$ cat src/pkg/pdm_pkg.sv
// package for the piezo driver mode sequencer
// assumes a single 200 MHz clock and nothing else outside this block
package pdm_pkg;
  // -------------------------------------------------------------------------
  // timing
  // -------------------------------------------------------------------------
  localparam int CLK_PERIOD_PS = 5000; // 200 MHz
  localparam int T_OCP_DEG_PS = 600000; // overcurrent deglitch, 0.6 us
  // least time, so round up to whole cycles
  localparam int OCP_DEG_CYC = (T_OCP_DEG_PS + CLK_PERIOD_PS - 1) / CLK_PERIOD_PS;
  localparam int T_SLEEP_CYC_DEF = 4000; // sleep-entry interval, plain default
  localparam int T_WAKE_CYC_DEF = 4000; // wake interval, plain default
  localparam int T_RST_CYC_DEF = 2000; // fault-reset window, plain default
  localparam int T_REG_CYC_DEF = 1000; // regulator settling, below both intervals
  localparam int DGL_CYC = 4; // input deglitch length
  localparam int CNT_W = 16;
  localparam int DGL_W = 3;
  localparam logic [CNT_W-1:0] CNT_RESET = 16'h0000;

  // -------------------------------------------------------------------------
  // types
  // -------------------------------------------------------------------------
  typedef enum logic [2:0] {
    PDM_SLEEP, PDM_WAKE, PDM_OPER, PDM_RSTLOW, PDM_SLEEPING
  } pdm_state_t;

  // enables toward the analog blocks
  typedef struct packed {
    logic out_stage_en;
    logic predrv_en;
    logic charge_pump_en;
    logic analog_reg_en;
  } pdm_power_t;
  localparam pdm_power_t PWR_RESET = 4'h0;
endpackage : pdm_pkg

$ cat src/design/pdm_deglitch.sv
// two-flop synchroniser plus a stable-count deglitch filter
// assumes async input; output moves only after DGL_CYC equal samples
`timescale 1ns/10ps
module pdm_deglitch
  import pdm_pkg::*;
#(
  parameter logic RESET_VAL = 1'b0
) (
  input wire logic mclk, // clock
  input wire logic rst_n, // async reset, active low
  input wire logic din, // raw pin level
  output logic dout // filtered level
);
  logic s1_reg;
  logic s2_reg;
  logic [DGL_W-1:0] cnt_reg;

  // synchroniser, first flop read only by the second
  always_ff @(posedge mclk or negedge rst_n) begin
    if (!rst_n) begin
      s1_reg <= RESET_VAL;
      s2_reg <= RESET_VAL;
    end else begin
      s1_reg <= din;
      s2_reg <= s1_reg;
    end
  end

  // filter: short glitches never reach the state machine
  always_ff @(posedge mclk or negedge rst_n) begin
    if (!rst_n) begin
      cnt_reg <= '0;
      dout <= RESET_VAL;
    end else if (s2_reg == dout) begin
      cnt_reg <= '0;
    end else if (cnt_reg == DGL_W'(DGL_CYC - 1)) begin
      cnt_reg <= '0;
      dout <= s2_reg;
    end else begin
      cnt_reg <= cnt_reg + 1'b1;
    end
  end
endmodule : pdm_deglitch

$ cat src/design/pdm_mode_ctrl.sv
// mode and reset sequencer of a dual half-bridge piezo driver
// assumes mclk is the internal 200 MHz clock; pins and analog flags are async
`timescale 1ns/10ps
module pdm_mode_ctrl
  import pdm_pkg::*;
#(
  parameter int T_SLEEP_CYC = T_SLEEP_CYC_DEF, // sleep-entry interval in cycles
  parameter int T_WAKE_CYC = T_WAKE_CYC_DEF, // wake interval in cycles
  parameter int T_RST_CYC = T_RST_CYC_DEF, // fault-reset window in cycles
  parameter int T_REG_CYC = T_REG_CYC_DEF // regulator switching time in cycles
) (
  input wire logic mclk, // 200 MHz internal clock
  input wire logic rst_n, // async power-on reset, active low
  input wire logic sleep_reset_n, // reset/sleep pin, active low
  input wire logic output_kill, // output-kill pin, active high
  input wire logic [1:0] half_bridge_inputs, // pwm inputs per half bridge
  input wire logic supply_lockout, // supply below supply_lockout_level
  input wire logic overcurrent_trip, // raw overcurrent comparator
  input wire logic cp_undervolt, // charge pump undervoltage, self-clearing
  output logic fault_out_n, // open-drain fault, low active
  output logic fault_out_oe, // drive enable for fault_out_n, high drives low
  output pdm_power_t power_en, // enables toward analog blocks
  output logic [1:0] hb_drive, // gated half-bridge commands
  output logic ready // device accepts inputs
);
  // -------------------------------------------------------------------------
  // input conditioning
  // -------------------------------------------------------------------------
  logic rstz_f;
  logic kill_f;
  logic lock_s1_reg;
  logic lock_s2_reg;
  logic ocp_s1_reg;
  logic ocp_s2_reg;
  logic cpuv_s1_reg;
  logic cpuv_s2_reg;
  logic [1:0] hb_s1_reg;
  logic [1:0] hb_s2_reg;

  // pin filters: reset idles low so the device starts asleep
  pdm_deglitch #(.RESET_VAL(1'b0)) u_rstz_dgl (
    .mclk(mclk),
    .rst_n(rst_n),
    .din(sleep_reset_n),
    .dout(rstz_f)
  );
  pdm_deglitch #(.RESET_VAL(1'b1)) u_kill_dgl (
    .mclk(mclk),
    .rst_n(rst_n),
    .din(output_kill),
    .dout(kill_f)
  );

  // plain two-flop synchronisers, one process per concern; the first flop
  // of each pair is read only by its second flop
  // supply lockout resets high, so the FETs stay off until the flag is seen
  always_ff @(posedge mclk or negedge rst_n) begin
    if (!rst_n) begin
      lock_s1_reg <= 1'b1;
      lock_s2_reg <= 1'b1;
    end else begin
      lock_s1_reg <= supply_lockout;
      lock_s2_reg <= lock_s1_reg;
    end
  end

  // overcurrent comparator; its deglitch is the counter further down
  always_ff @(posedge mclk or negedge rst_n) begin
    if (!rst_n) begin
      ocp_s1_reg <= 1'b0;
      ocp_s2_reg <= 1'b0;
    end else begin
      ocp_s1_reg <= overcurrent_trip;
      ocp_s2_reg <= ocp_s1_reg;
    end
  end

  // charge pump undervoltage, self-clearing in the analog block
  always_ff @(posedge mclk or negedge rst_n) begin
    if (!rst_n) begin
      cpuv_s1_reg <= 1'b0;
      cpuv_s2_reg <= 1'b0;
    end else begin
      cpuv_s1_reg <= cp_undervolt;
      cpuv_s2_reg <= cpuv_s1_reg;
    end
  end

  // pwm inputs: each bit is a plain level, so a one-cycle skew between the
  // two bits only delays one edge, it never makes a glitch
  always_ff @(posedge mclk or negedge rst_n) begin
    if (!rst_n) begin
      hb_s1_reg <= 2'h0;
      hb_s2_reg <= 2'h0;
    end else begin
      hb_s1_reg <= half_bridge_inputs;
      hb_s2_reg <= hb_s1_reg;
    end
  end

  // -------------------------------------------------------------------------
  // state machine
  // -------------------------------------------------------------------------
  pdm_state_t state_reg;
  pdm_state_t state_next;
  logic [CNT_W-1:0] cnt_reg;
  logic [CNT_W-1:0] ocp_cnt_reg;
  logic latch_reg;
  logic latch_set;
  logic pulse_done;
  logic cnt_clr;

  // counter limits at the counter's width
  localparam logic [CNT_W-1:0] LIM_SLEEP = CNT_W'(T_SLEEP_CYC);
  localparam logic [CNT_W-1:0] LIM_WAKE = CNT_W'(T_WAKE_CYC);
  localparam logic [CNT_W-1:0] LIM_RST = CNT_W'(T_RST_CYC);
  localparam logic [CNT_W-1:0] LIM_REG = CNT_W'(T_REG_CYC);
  localparam logic [CNT_W-1:0] LIM_OCP = CNT_W'(OCP_DEG_CYC);

  // -------------------------------------------------------------------------
  // state decoding shared by the counter, the latch and the outputs
  // -------------------------------------------------------------------------
  // the one state in which half-bridge commands may pass
  function automatic logic is_oper(input pdm_state_t st);
    return (st == PDM_OPER);
  endfunction : is_oper

  // states that keep the charge pump and analog regulator up throughout
  function automatic logic regs_state(input pdm_state_t st);
    return (st == PDM_WAKE) || (st == PDM_OPER) || (st == PDM_RSTLOW);
  endfunction : regs_state

  // last T_REG_CYC cycles of the sleep entry, while the regulators go down;
  // both the regulator enables and the fault pin follow this one window
  function automatic logic sleep_tail(input pdm_state_t st, input logic [CNT_W-1:0] cnt);
    return (st == PDM_SLEEPING) && (cnt >= LIM_SLEEP - LIM_REG);
  endfunction : sleep_tail

  // first T_REG_CYC cycles of wake, while the regulators ramp up
  function automatic logic wake_head(input pdm_state_t st, input logic [CNT_W-1:0] cnt);
    return (st == PDM_WAKE) && (cnt < LIM_REG);
  endfunction : wake_head

  // the sequence as the pin sees it:
  //   SLEEP     everything off, waiting for the filtered pin to go high
  //   WAKE      regulators ramp; fault held low for the first T_REG_CYC
  //             cycles, commands refused until T_WAKE_CYC has run
  //   OPER      regulators up; FETs follow the synchronised pwm inputs
  //   RSTLOW    pin low in operation; a return before T_RST_CYC is only a
  //             fault reset, reaching it commits to sleep
  //   SLEEPING  committed sleep entry of T_SLEEP_CYC cycles; regulators drop
  //             and fault is held low in the last T_REG_CYC of them
  // the pin filter adds about six cycles to every edge, so each window seen
  // at the pin is that much longer than its count here

  // next state; counter restarts on every state change
  always_comb begin
    state_next = state_reg;
    pulse_done = 1'b0;
    unique case (state_reg)
      PDM_SLEEP: begin
        if (rstz_f) begin
          state_next = PDM_WAKE;
        end
      end
      PDM_WAKE: begin
        if (!rstz_f) begin
          state_next = PDM_SLEEPING;
        end else if (cnt_reg >= LIM_WAKE - 1'b1 && !lock_s2_reg) begin
          state_next = PDM_OPER;
        end
      end
      PDM_OPER: begin
        if (!rstz_f) begin
          state_next = PDM_RSTLOW;
        end
      end
      PDM_RSTLOW: begin
        if (rstz_f) begin
          state_next = PDM_OPER;
          pulse_done = 1'b1;
        end else if (cnt_reg >= LIM_RST - 1'b1) begin
          state_next = PDM_SLEEPING;
        end
      end
      PDM_SLEEPING: begin
        // once committed, the sleep entry runs to its end
        if (cnt_reg >= LIM_SLEEP - 1'b1) begin
          state_next = PDM_SLEEP;
        end
      end
      default: begin
        // three codes of the state register are unused; fall back to sleep
        state_next = PDM_SLEEP;
      end
    endcase
  end

  assign cnt_clr = (state_next != state_reg);

  // state register
  always_ff @(posedge mclk or negedge rst_n) begin
    if (!rst_n) begin
      state_reg <= PDM_SLEEP;
    end else begin
      state_reg <= state_next;
    end
  end

  // interval counter, saturating
  always_ff @(posedge mclk or negedge rst_n) begin
    if (!rst_n) begin
      cnt_reg <= CNT_RESET;
    end else if (cnt_clr) begin
      cnt_reg <= CNT_RESET;
    end else if (cnt_reg != {CNT_W{1'b1}}) begin
      cnt_reg <= cnt_reg + 1'b1;
    end
  end

  // -------------------------------------------------------------------------
  // overcurrent deglitch and fault latch
  // -------------------------------------------------------------------------
  // masked while killed, because the drivers are off by design then
  always_ff @(posedge mclk or negedge rst_n) begin
    if (!rst_n) begin
      ocp_cnt_reg <= CNT_RESET;
    end else if (!ocp_s2_reg || kill_f || !is_oper(state_reg)) begin
      ocp_cnt_reg <= CNT_RESET;
    end else if (ocp_cnt_reg != LIM_OCP) begin
      ocp_cnt_reg <= ocp_cnt_reg + 1'b1;
    end
  end

  assign latch_set = (ocp_cnt_reg == LIM_OCP);

  // a set in the same cycle as the clearing pulse wins; a clear only takes
  // effect once the comparator has dropped, except the clear on reaching full sleep
  // limitation: a comparator still high at the end of the pulse leaves the
  // latch set, and the host must send another pulse after the trip is gone
  // reaching full sleep also clears it, since the output stage restarts cold
  always_ff @(posedge mclk or negedge rst_n) begin
    if (!rst_n) begin
      latch_reg <= 1'b0;
    end else if (latch_set) begin
      latch_reg <= 1'b1;
    end else if (state_reg == PDM_SLEEP) begin
      latch_reg <= 1'b0;
    end else if (pulse_done && !ocp_s2_reg) begin
      latch_reg <= 1'b0;
    end
  end

  // -------------------------------------------------------------------------
  // outputs
  // -------------------------------------------------------------------------
  logic regs_on;
  logic fets_ok;
  logic reg_trans;
  logic fault_now;

  // regulators stay on through a fault-reset pulse and the kill input
  assign regs_on = regs_state(state_reg) ||
                   ((state_reg == PDM_SLEEPING) && !sleep_tail(state_reg, cnt_reg));
  assign fets_ok = is_oper(state_reg) && !lock_s2_reg && !latch_reg &&
                   !kill_f && !cpuv_s2_reg;
  // regulator switching window: start of wake and end of sleep entry
  assign reg_trans = wake_head(state_reg, cnt_reg) || sleep_tail(state_reg, cnt_reg);
  // kill can starve the charge pump, which then shows here as a fault
  assign fault_now = reg_trans || latch_reg || latch_set || cpuv_s2_reg;

  // power enables, registered
  always_ff @(posedge mclk or negedge rst_n) begin
    if (!rst_n) begin
      power_en <= PWR_RESET;
    end else begin
      power_en.charge_pump_en <= regs_on;
      power_en.analog_reg_en <= regs_on;
      power_en.out_stage_en <= fets_ok;
      power_en.predrv_en <= fets_ok;
    end
  end

  // gated half-bridge commands; registered in the same cycle as the enables,
  // so no command ever reaches a stage that is being switched off
  always_ff @(posedge mclk or negedge rst_n) begin
    if (!rst_n) begin
      hb_drive <= 2'h0;
    end else begin
      hb_drive <= fets_ok ? hb_s2_reg : 2'h0;
    end
  end

  // ready flag: high only once the wake interval has run out
  always_ff @(posedge mclk or negedge rst_n) begin
    if (!rst_n) begin
      ready <= 1'b0;
    end else begin
      ready <= is_oper(state_reg);
    end
  end

  // open-drain fault pin: level is always low, enable does the work
  // the pin never drives high, so a board pull-up is what shows no fault;
  // a shared fault line may be pulled low by other parts at the same time
  always_ff @(posedge mclk or negedge rst_n) begin
    if (!rst_n) begin
      fault_out_n <= 1'b0;
      fault_out_oe <= 1'b0;
    end else begin
      fault_out_n <= 1'b0;
      fault_out_oe <= fault_now;
    end
  end
endmodule : pdm_mode_ctrl

$ cat config.mk
export PLATFORM = sky130hd
export DESIGN_NAME = pdm_mode_ctrl
export DESIGN_NICKNAME = d
export VERILOG_FILES = /design/src/pkg/pdm_pkg.sv /design/src/design/pdm_deglitch.sv /design/src/design/pdm_mode_ctrl.sv
export SDC_FILE = /design/constraint.sdc
export NUM_CORES = 1
export LEC_CHECK = 0
export ABC_AREA = 1
export BUFFER_PORTS_ARGS = -buffer_cell sky130_fd_sc_hd__buf_2
export CAP_MARGIN = 20
export CORE_MARGIN = 1.5
export CORE_UTILIZATION = 35
export CTS_CLUSTER_SIZE = 20
export DETAILED_ROUTE_END_ITERATION = 8
export GPL_ROUTABILITY_DRIVEN = 0
export PLACE_DENSITY_LB_ADDON = 0.3
export SETUP_SLACK_MARGIN = 0.4
export SYNTH_ARGS = -nofsm -noshare
export SYNTH_HDL_FRONTEND = slang
export SYNTH_SLANG_ARGS = --single-unit
$ cat constraint.sdc
create_clock -name mclk -period 2.2 [get_ports mclk]
set_clock_uncertainty 0.1 [all_clocks]
set_input_delay 0.44 -clock mclk [delete_from_list [all_inputs] [get_ports mclk]]
set_output_delay 0.44 -clock mclk [all_outputs]
set_load 0.02 [all_outputs]
**Word level (Yosys, flattened, before mapping)**

Index checks and enable logic that the tools add are counted.

- Bits in writable memories: 0
- Bits in registers: 64
- ROM bits: 0
- Logic and storage cells: 100
- Latch bits: 0
- Memories kept: 0
- Output and inout port bits: 9

- Eq/ne operators: 12
- Add/subtract/negate cells: 4
- Bitwise logic cells: 2
- Reduce and logical (&&, ||, !) cells: 31
- Mux-type cells: 22
- Order comparisons: 4
- Multipliers: 0
- Shifts and indexed selects: 0
- Divide/modulo/power cells: 0

Operators with widths:

| kind | count |
|---|---|
| 2-to-1 mux 16 bit | 4 |
| 2-to-1 mux 3 bit | 11 |
| adder 16 x 1 -> 16 bit, second input constant | 2 |
| >= comparator 16 x 12 -> 1 bit, second input constant | 2 |
| == test 16 x 7 -> 1 bit, second input constant | 1 |
| >= comparator 16 x 11 -> 1 bit, second input constant | 1 |
| < comparator 16 x 10 -> 1 bit, second input constant | 1 |
| inequality test 16 bit, second input constant | 1 |
| inequality test 16 x 7 -> 1 bit, second input constant | 1 |
| one-hot mux 3 bit (5 select lines) | 1 |
| == test 3 x 2 -> 1 bit, second input constant | 4 |
| logical AND 1 bit | 9 |
| logical OR 1 bit | 9 |
| logical NOT 1 bit | 7 |
| adder 3 x 1 -> 3 bit, second input constant | 2 |
| 2-to-1 mux 1 bit | 5 |
| AND reduction 2 bit | 2 |
| nonzero test 2 bit | 2 |
| == test 3 x 1 -> 1 bit, second input constant | 1 |
| == test 3 bit, second input constant | 1 |
| logical NOT 3 bit | 1 |
| inequality test 3 bit | 1 |
| nonzero test 3 bit | 1 |
| == test 1 bit | 2 |
| other kinds (2) | 3 |

**Longest topological paths before layout**

Gate-level depths: netlist of the first run.

- Word-level depth: 7
- Depth in mapped cells: 11
- Gate-level depth less buffers: 10

**By module**

Synthesis of the first run repeated with hierarchy kept, for this count alone.

- Cells, all modules: 370
- Area, all modules: 3213.1 um2

By module, submodules not included:

| module | cells an instance | area each (um2) | instances |
|---|---|---|---|
| pdm_mode_ctrl | 320 | 2733.9 | 1 |
| pdm_deglitch at u_kill_dgl | 25 | 240.2 | 1 |
| pdm_deglitch at u_rstz_dgl | 25 | 239.0 | 1 |

**Worst setup path after synthesis of the first run**

OpenSTA, ideal clock, no wires.

- Path type: register to register
- Start: register cnt_reg[0]
- End: register cnt_reg[10]
- Path buffers: 1
- Data arrival time: 1.541 ns
- Path slack: 0.488 ns
- Data required time: 2.029 ns
- Cell stages (with the launch flop): 10
- Cells stage by stage: dfrtp_1 ha_1 nand2_1 o21ai_1 nand2_1 nand4_1 a21oi_4 nand2_4 buf_6 nor2_1

- Cells in the longest elaborated chain, start to end: 7
- Elaborated cells between the ends (all ways): 15
- Those cells by class: add/sub (1); order compare (2); eq/ne (2); mux (8); reduce/logical (2)

RTL lines:

| what | line | text |
|---|---|---|
| start, declared | pdm_mode_ctrl.sv:106 | `logic [CNT_W-1:0] cnt_reg;` |
| start signal, assigned | pdm_mode_ctrl.sv:217 | `cnt_reg <= cnt_reg + 1'b1;` |
| >= comparator 16 x 12 -> 1 bit | pdm_mode_ctrl.sv:169, pdm_mode_ctrl.sv:188 |  |
| logical AND 1 bit | pdm_mode_ctrl.sv:169 | `end else if (cnt_reg >= LIM_WAKE - 1'b1 && !lock_s2_reg) begin` |
| 2-to-1 mux 3 bit | pdm_mode_ctrl.sv:169 |  |
| 2-to-1 mux 3 bit | pdm_mode_ctrl.sv:167 | `if (!rstz_f) begin` |
| one-hot mux 3 bit (5 select lines) | pdm_mode_ctrl.sv:160 | `unique case (state_reg)` |
| inequality test 3 bit | pdm_mode_ctrl.sv:199 | `assign cnt_clr = (state_next != state_reg);` |
| 2-to-1 mux 16 bit or nonzero test 2 bit (tied branches) | n/a |  |

Several ways; a longest one is shown, not always the timed one. The select of a mux whose other input is x is not followed.
A chain may end at the register's enable or synchronous reset.

**Worst setup path after layout of the first run**

- Start: register cnt_reg[1]
- End: register cnt_reg[13]

The elaborated chain is that of the path after synthesis.

==> metrics.yaml, run 1 <==
num_io_pins: 18
worstSetupEndpointType: "register"
routedWlPerCell_um: 12.1
synth_largest_area_cell: "dfrtp_1"
synth.top_cell.area_share_pct: 46.8
drv_slew: 0
status: "finished, violations left"
ys.flop_type: "dfrtp_1"
drc: 0
grt_pass1_vias: 2369
synth_cell_types: 36
power_mw: 3.39
h-tree-depth: 3
die_w_um: 97.9
p_leak_nw: 1.77
grt_max_degree: 65
cp_data_required_time_ns: 2.38
syn_to_final_growth_pct: 19.1
num_antenna_cells: 0
critPathKind: "reg2reg"
rows: 34
finalHoldViolCount: 11
hold_path.class: "in2async"
setup_viol: 0
fin_util_pct: 43.1
start_util_pct: 36.2
clockBufferDepth: 2
cts-root-buf: "clkbuf_8"
via_count: 2448
drive_gt1_share_pct: 24.1
synthTopCellsByArea: "dfrtp_1 (47%), nand2_1 (6.9%), inv_1 (6.4%)"
rsz0062_at_grt: "true"
cp_max_fo: 4
portBuffers: 16
final_cell_mix: "nand2_1 (56), dfrtp_1 (56), inv_1 (54)"
viasPerCell: 4.76
fp.dieH_um: 97.9
arrival_ns: 1.95
yosysSeqAreaShare_pct: 51.0
clock-sinks: 64
maxCapViolCount: 0
p_per_area_nw_per_um2: 903
drtAntennaViolNets: 0
synthArstFlopShare_pct: 100
place_hpwl_um: 4350
netlist_area_um2: 3150
yosysWarnings: 0
vdd_drop_max_mv: 0.438
post-route-period-util_pct: 80.4
antenna_found_initial: 0
fmax_ghz: 0.566
synth_edf_count: 0
violations: "hold timing"
synth_nets: 381
drt_first_pass_iters: 4
clkTransAtPathRegs_ns: 0.07
track_usage_pct: 13.9
grt_pass1_wl_um: 10700
first_iter_violations: 85
ys_ff_latch: 64
final_nets: 415
cp-start-kind: "register"
dp_cells: 487
cts_buffers: 9
whs_ns: -0.00555
postSynthCellCount: 367
overflow: 0
synth.avg_cell_area_um2: 8.59
cts_tree: "yes"
cts_hold_buffers: 0
core_um2: 8720
wl_um: 6210
fin_setup_tns_ns: 0
instances_no_fill: 514
die_area_um2: 9590
period_minus_slack_ns: 1.77
clock_latency_ns: 0.34
==> where the power goes <==
part           total, mW  internal (mW)  switching [mW]
clock               1.18          0.710           0.473
sequential          1.40           1.30           0.104
combinational      0.803          0.304           0.499
==> synthesized netlist by cell type, types with 2 or more instances <==
cell type,number
a21oi_1,12
buf_2,2
buf_4,3
buf_6,2
dfrtp_1,59
dfstp_2,5
ha_1,5
inv_1,54
nand2_1,58
nand2_2,8
nand3_1,22
nand3_2,3
nand4_1,10
nor2_1,50
nor2_2,6
nor3_1,16
nor3_2,4
nor3b_1,2
nor4_1,5
o21ai_0,19
xnor2_1,3
xor2_1,5
==> final timing paths <==
kind,startpoint,end,slack [ns],cells past startpoint
max,cnt_reg[1],cnt_reg[13],0.43,11
min,rst_n,ocp_cnt_reg[6],-0.006,2
max reg2reg,cnt_reg[1],cnt_reg[13],0.43,11
min reg2reg,cpuv_s1_reg,cpuv_s2_reg,0.25,0
max in group asynchronous,rst_n,lock_s2_reg,1.68,2
min in group mclk,supply_lockout,lock_s1_reg,0.10,1
==> kinds of logic after synthesis <==
kind of cell	Yosys count	synth area share, %
AOI/OAI and AO/OA	40	7.70
and+or+nand+nor	186	28.4
buffers and inverters	62	8.29
xor gates and xnor gates	8	2.22
adders and majority gates	5	1.98
muxes	1	0.317
other	1	0.119
DFF	64	51.0
==> stage by stage <==
step	hold WS, ns	setup slack (ns)	instance area [µm²]
after global routing	0.0133	0.336	3750
final	-0.00555	0.432	3750
after floorplan	0.0444	0.488	3150
after CTS	0.00982	0.416	3620
after detailed placement	0.235	0.371	3350
after global placement	0.234	0.403	3350
==> metal layers <==
metal	wire, µm	track usage [%]	up-vias
met5	0	0	-
met2	2960	22.2	47
met1	2930	17.7	1146
met4	57	4.73	0
met3	262	4.65	5
li1	-	-	1250
==> cell type report <==
class	instances	area [µm²]
Clock buffer	11	151
Clock inverter	5	86.3
Fill cell	840	4970
Inverter	55	206
Multi-Input combinational cell	242	1370
Sequential cell	64	1610
Tap cell	108	135
Timing Repair Buffer	29	194
==> critical path, stage by stage (launching register included) <==
cell	delay [ns]
dfrtp_1	0.42
ha_4	0.18
nand3_2	0.09
nand2_1	0.06
nand2_1	0.07
nand3_2	0.07
nand2_2	0.09
nand2_2	0.06
a21oi_4	0.20
buf_4	0.16
nand3_1	0.11
nand2_1	0.10
==> repair_timing <==
item                                    4_1_cts  5_1_grt
hold endpoints to repair                      0        0
pin swaps                                     1        9
gates resized for setup                       6       20
endpoints found under the setup margin       16       23
cloned                                        1        0
buffers inserted                              1        9
Note: power is estimated with default switching activity, not from simulation.
==> run 2, diff against run 1 <==
Clock period 2.2 ns to 1.7 ns, I/O delays scaled along.
==> run 2 against run 1 <==
Against the previous run: the flow finishes with violations (setup timing); first-iteration DRC count up 72%; wire length rose by 36%; clock-buffer cell count is 1 lower; total power increased by 42%; sequential cell count unchanged; combinational power increased by 66%; critical endpoint is now cnt_reg[14]; highest routed layer unchanged.
==> metrics.yaml, run 2 (synthesis gave the netlist of run 1 again) <==
routedWlPerCell_um: 14.7
h-tree-depth: 3
die_w_um: 97.9
cts-root-buf: "clkbuf_8"
path_delay_family: "simple AND/OR/NAND/NOR gates"
drv_slew: 0
rows: 34
status: "finished, violations left"
via_count: 2923
internal_power_mw: 3.25
portBuffers: 16
p_per_area_nw_per_um2: 995
cts_tree: "yes"
switchingPower_mw: 1.56
path_depth: 10
cp_slowest_stage_delay_ns: 0.41
drc: 0
num_io_pins: 18
fin_util_pct: 55.4
final_nets: 475
layout_commonest_cell: "dfrtp_1"
hold_depth: 0
r2r_cells: 10
p_comb_share_pct: 27.6
cts_buffers: 9
violations: "setup timing"
track_usage_pct: 16.6
clock-sinks: 64
antenna_found_initial: 0
cpMostUsedCell: "nand2_2"
cp_data_required_time_ns: 1.84
core_um2: 8720
period_minus_slack_ns: 1.77
start_util_pct: 36.2
cp_cell_sequence: "nand2_2 > nor3_4 > nand2_2 > nand2_2 > nand2_4 > nand2_4 > o211ai_4 > buf_12 > nand3_4 > nand2_1"
worstSetupEndpointType: "register"
rsz0062_at_grt: "true"
vdd_drop_max_mv: 0.742
clkTransAtPathRegs_ns: 0.08
place_hpwl_um: 4700
drive_gt1_share_pct: 48.9
cp_max_fo: 4
fp.dieH_um: 97.9
wl_um: 8450
first_iter_violations: 146
post-place-ws_ns: -0.0273
cp-start-kind: "register"
viasPerCell: 5.09
p_leak_nw: 2.24
clock_latency_ns: 0.34
overflow: 0
post-route-period-util_pct: 104
fin_ws_ns: -0.0750
clockBufferDepth: 2
drtAntennaViolNets: 0
final_cell_mix: "dfrtp_1 (51), buf_4 (43), inv_1 (42)"
drt_first_pass_iters: 4
cp_slowest_cell: "dfrtp_1"
swShare_pct: 32.4
grt_pass1_vias: 2853
fmax_ghz: 0.563
fill_cells: 715
p_clk_share_pct: 34.6
setup_viol: 14
crit_buf_inv: 1
maxCapViolCount: 0
syn_to_final_growth_pct: 53.2
arrival_ns: 1.91
die_area_um2: 9590
seq_power_share_pct: 37.7
num_antenna_cells: 0
grt_pass1_wl_um: 12900
grt_max_degree: 31
critPathKind: "reg2reg"
hold_path.class: "reg2reg"
finalHoldViolCount: 0
-- run 2: changes by cell type in the layout (fill, tap and decap cells not counted), moves of 8 or more --
cell,change
buf_6,+26
dlygate4sd3_1,+8
nand2_1,-19
buf_2,-8
nand2_2,+14
buf_4,+32
nor3_4,+8
nor2_4,+8
inv_2,+11
o21ai_0,-13
inv_1,-12
o21ai_2,+8
nor3_1,-11
-- run 2: final cells by class --
cell class	count	area [µm²]	area share, %
inverter	55	219	4.53
timing repair buffer	89	807	16.7
sequential	64	1620	33.5
clock buffer	10	138	2.85
multi-input combinational	242	1800	37.2
tap	108	135	2.80
clock inverter	6	115	2.38
-- run 2: power by group through the flow --
| stage | sequential (mW) | clock [mW] | combinational [mW] |
|---|---|---|---|
| after floorplan | 1.82 | 0 | 0.697 |
| after CTS | 1.80 | 1.69 | 1.03 |
| after global placement | 1.81 | 0 | 0.899 |
| after detailed placement | 1.82 | 0 | 0.909 |
| final | 1.81 | 1.66 | 1.33 |
| after global routing | 1.83 | 1.75 | 1.45 |
-- run 2: path summary, 6_finish.rpt --
kind	startpoint	endpoint	slack (ns)
max reg2reg	cnt_reg[10]	cnt_reg[14]	-0.07
max	cnt_reg[10]	cnt_reg[14]	-0.07
max in group asynchronous	rst_n	u_kill_dgl.dout	0.66
min	u_rstz_dgl.s1_reg	u_rstz_dgl.s2_reg	0.25
min in group asynchronous	rst_n	ocp_cnt_reg[13]	0.31
min reg2reg	u_rstz_dgl.s1_reg	u_rstz_dgl.s2_reg	0.25
-- run 2: repair_timing --
item | CTS | global route
buffers inserted | 33 | 12
hold endpoints to repair | 16 | 0
pin swaps | 29 | 45
gates resized for setup | 86 | 84
hold buffers | 8 | 0
cloned | 0 | 1
setup endpoints to repair | 44 | 48
-- run 2: through the flow --
step / power [mW] / cell area (µm²) / instances / setup TNS (ns) / hold slack (ns)
finish: 4.81 / 4830 / 574 / -0.485 / 0.246
global route: 5.03 / 4830 / 574 / -1.57 / 0.254
CTS: 4.52 / 4410 / 561 / -0.0888 / 0.246
detailed placement: 2.73 / 3530 / 504 / -0.112 / 0.150
global placement: 2.71 / 3530 / 504 / 0 / 0.149
floorplan: 2.52 / 3200 / 367 / 0 / -0.0556
-- run 2: metal layers --
metal | up-vias | GRT usage, % | share of wire (%)
met1 | 1425 | 21.2 | 42
met3 | 29 | 3.36 | 4.2
met5 | - | 0 | 0
li1 | 1374 | - | -
met2 | 95 | 27.1 | 50
met4 | 0 | 7.69 | 3.4
==> run 3, diff against run 2 <==
Clock period 1.7 ns to 1.5 ns, I/O delays scaled along.
==> run 3 against run 2 <==
Against the previous run: the run still ends with setup timing left; highest routed layer unchanged; setup slack worse by 0.16 ns; hold slack better by 0.0023 ns; largest cell class unchanged; largest power group unchanged; register-to-register slack lost 0.16 ns.
==> metrics.yaml, run 3 (synthesis gave the netlist of run 1 again) <==
cp_cell_sequence: "ha_2 > nand3_2 > nand2_1 > nand2_1 > nand3_2 > nand2_2 > nand2_2 > a21oi_4 > nand2_4 > nor2_1"
cp_data_required_time_ns: 1.67
cts_buffers: 9
swShare_pct: 30.8
drv_slew: 0
num_io_pins: 18
fin_ws_ns: -0.232
post-route-period-util_pct: 115
critPathKind: "reg2reg"
violations: "setup timing"
drc: 0
fp.dieH_um: 97.9
place_hpwl_um: 5250
clkTransAtPathRegs_ns: 0.08
p_comb_share_pct: 27.0
first_iter_violations: 117
start_util_pct: 36.2
antenna_found_initial: 0
internal_power_mw: 3.70
setup_viol: 24
maxCapViolCount: 0
drt_first_pass_iters: 4
cp_slowest_stage_delay_ns: 0.40
die_w_um: 97.9
h-tree-depth: 3
die_area_um2: 9590
p_leak_nw: 2.33
path_delay_family: "simple AND/OR/NAND/NOR gates"
fill_cells: 733
num_antenna_cells: 0
cts-root-buf: "clkbuf_8"
final_cell_mix: "buf_4 (71), dfrtp_1 (57), nor2_1 (44)"
drtAntennaViolNets: 0
routedWlPerCell_um: 13.2
p_per_area_nw_per_um2: 1100
core_um2: 8720
switchingPower_mw: 1.64
cts_tree: "yes"
grt_pass1_vias: 2963
worstSetupEndpointType: "register"
layout_commonest_cell: "buf_4"
finalHoldViolCount: 0
power_mw: 5.34
wl_um: 7880
whs_ns: 0.249
final_nets: 498
drive_gt1_share_pct: 47.6
clockBufferDepth: 2
status: "finished, violations left"
hold_path.class: "reg2reg"
overflow: 0
rows: 34
fmax_ghz: 0.577
grt_max_degree: 37
vdd_drop_max_mv: 0.858
period_minus_slack_ns: 1.73
clock_latency_ns: 0.35
syn_to_final_growth_pct: 54.1
via_count: 2871
seq_power_share_pct: 38.1
rsz0062_at_grt: "true"
clock-sinks: 64
viasPerCell: 4.81
cp_slowest_cell: "dfrtp_1"
crit_buf_inv: 0
portBuffers: 16
p_clk_share_pct: 34.9
cp-start-kind: "register"
track_usage_pct: 17.0
cp_max_fo: 13
arrival_ns: 1.90
grt_pass1_wl_um: 13100
[run 3: changes by cell type in the layout (fill, tap and decap cells not counted), sizes merged]
cell	before	now
inv	55	58
nand2	68	67
clkinvlp	1	0
clkinv	2	1
buf	81	104
[run 3: timing repair]
action / 4_1_cts / 5_1_grt
hold buffers: 8 / 0
setup endpoints to repair: 49 / 56
pin swaps: 16 / 22
endpoints found under the hold margin: 16 / 0
gates resized for setup: 70 / 52
gates cloned: 0 / 0
buffers inserted: 12 / 6
[run 3: path summary, 6_finish.rpt]
| check | start | end | slack (ns) | cells past startpoint |
|---|---|---|---|---|
| worst max-delay path | cnt_reg[1] | cnt_reg[11] | -0.23 | 10 |
| worst min-delay path | ocp_s1_reg | ocp_s2_reg | 0.25 | 0 |
| worst max register to register | cnt_reg[1] | cnt_reg[11] | -0.23 | 10 |
| worst min register to register | ocp_s1_reg | ocp_s2_reg | 0.25 | 0 |
| max in group asynchronous | rst_n | lock_s2_reg | 0.52 | 3 |
| min in group asynchronous | rst_n | ocp_cnt_reg[9] | 0.26 | 2 |
[run 3: per-layer routing]
metal  wire [µm]  up-vias  share of wire, %  global-route usage, %
met5           0        -                 0                      0
met4         168        0               2.1                   5.60
met2        3920       49                50                   28.4
met1        3450     1387                44                   21.1
met3         337       15               4.3                   4.87
li1            -     1420                 -                      -
[run 3: power by group through the flow]
stage,combinational [mW],sequential (mW),clock [mW]
2_1_floorplan,0.794,2.06,0
3_3_place_gp,1.18,2.04,0
3_5_place_dp,1.21,2.05,0
4_1_cts,1.36,2.02,1.91
5_1_grt,1.59,2.06,2.00
6_report,1.44,2.04,1.87
[run 3: metrics by stage]
step / setup TNS [ns] / setup slack, ns / util [%] / area, µm² / instances
after floorplan: -1.81 / -0.152 / - / 3220 / 367
after global placement: -2.27 / -0.154 / 45.1 / 3930 / 555
after detailed placement: -3.25 / -0.219 / 45.1 / 3930 / 555
after CTS: -3.67 / -0.237 / 52.8 / 4600 / 591
after global routing: -6.84 / -0.359 / 55.7 / 4860 / 597
final: -3.85 / -0.232 / 55.7 / 4860 / 597
[run 3: area by class of cell]
| class | instances | area (µm²) | area share, % |
|---|---|---|---|
| clock buffer | 9 | 124 | 2.55 |
| inverter | 55 | 214 | 4.40 |
| timing repair buffer | 113 | 966 | 19.9 |
| clock inverter | 7 | 125 | 2.57 |
| tap | 108 | 135 | 2.78 |
| sequential | 64 | 1610 | 33.1 |
| multi-input combinational | 241 | 1690 | 34.7 |
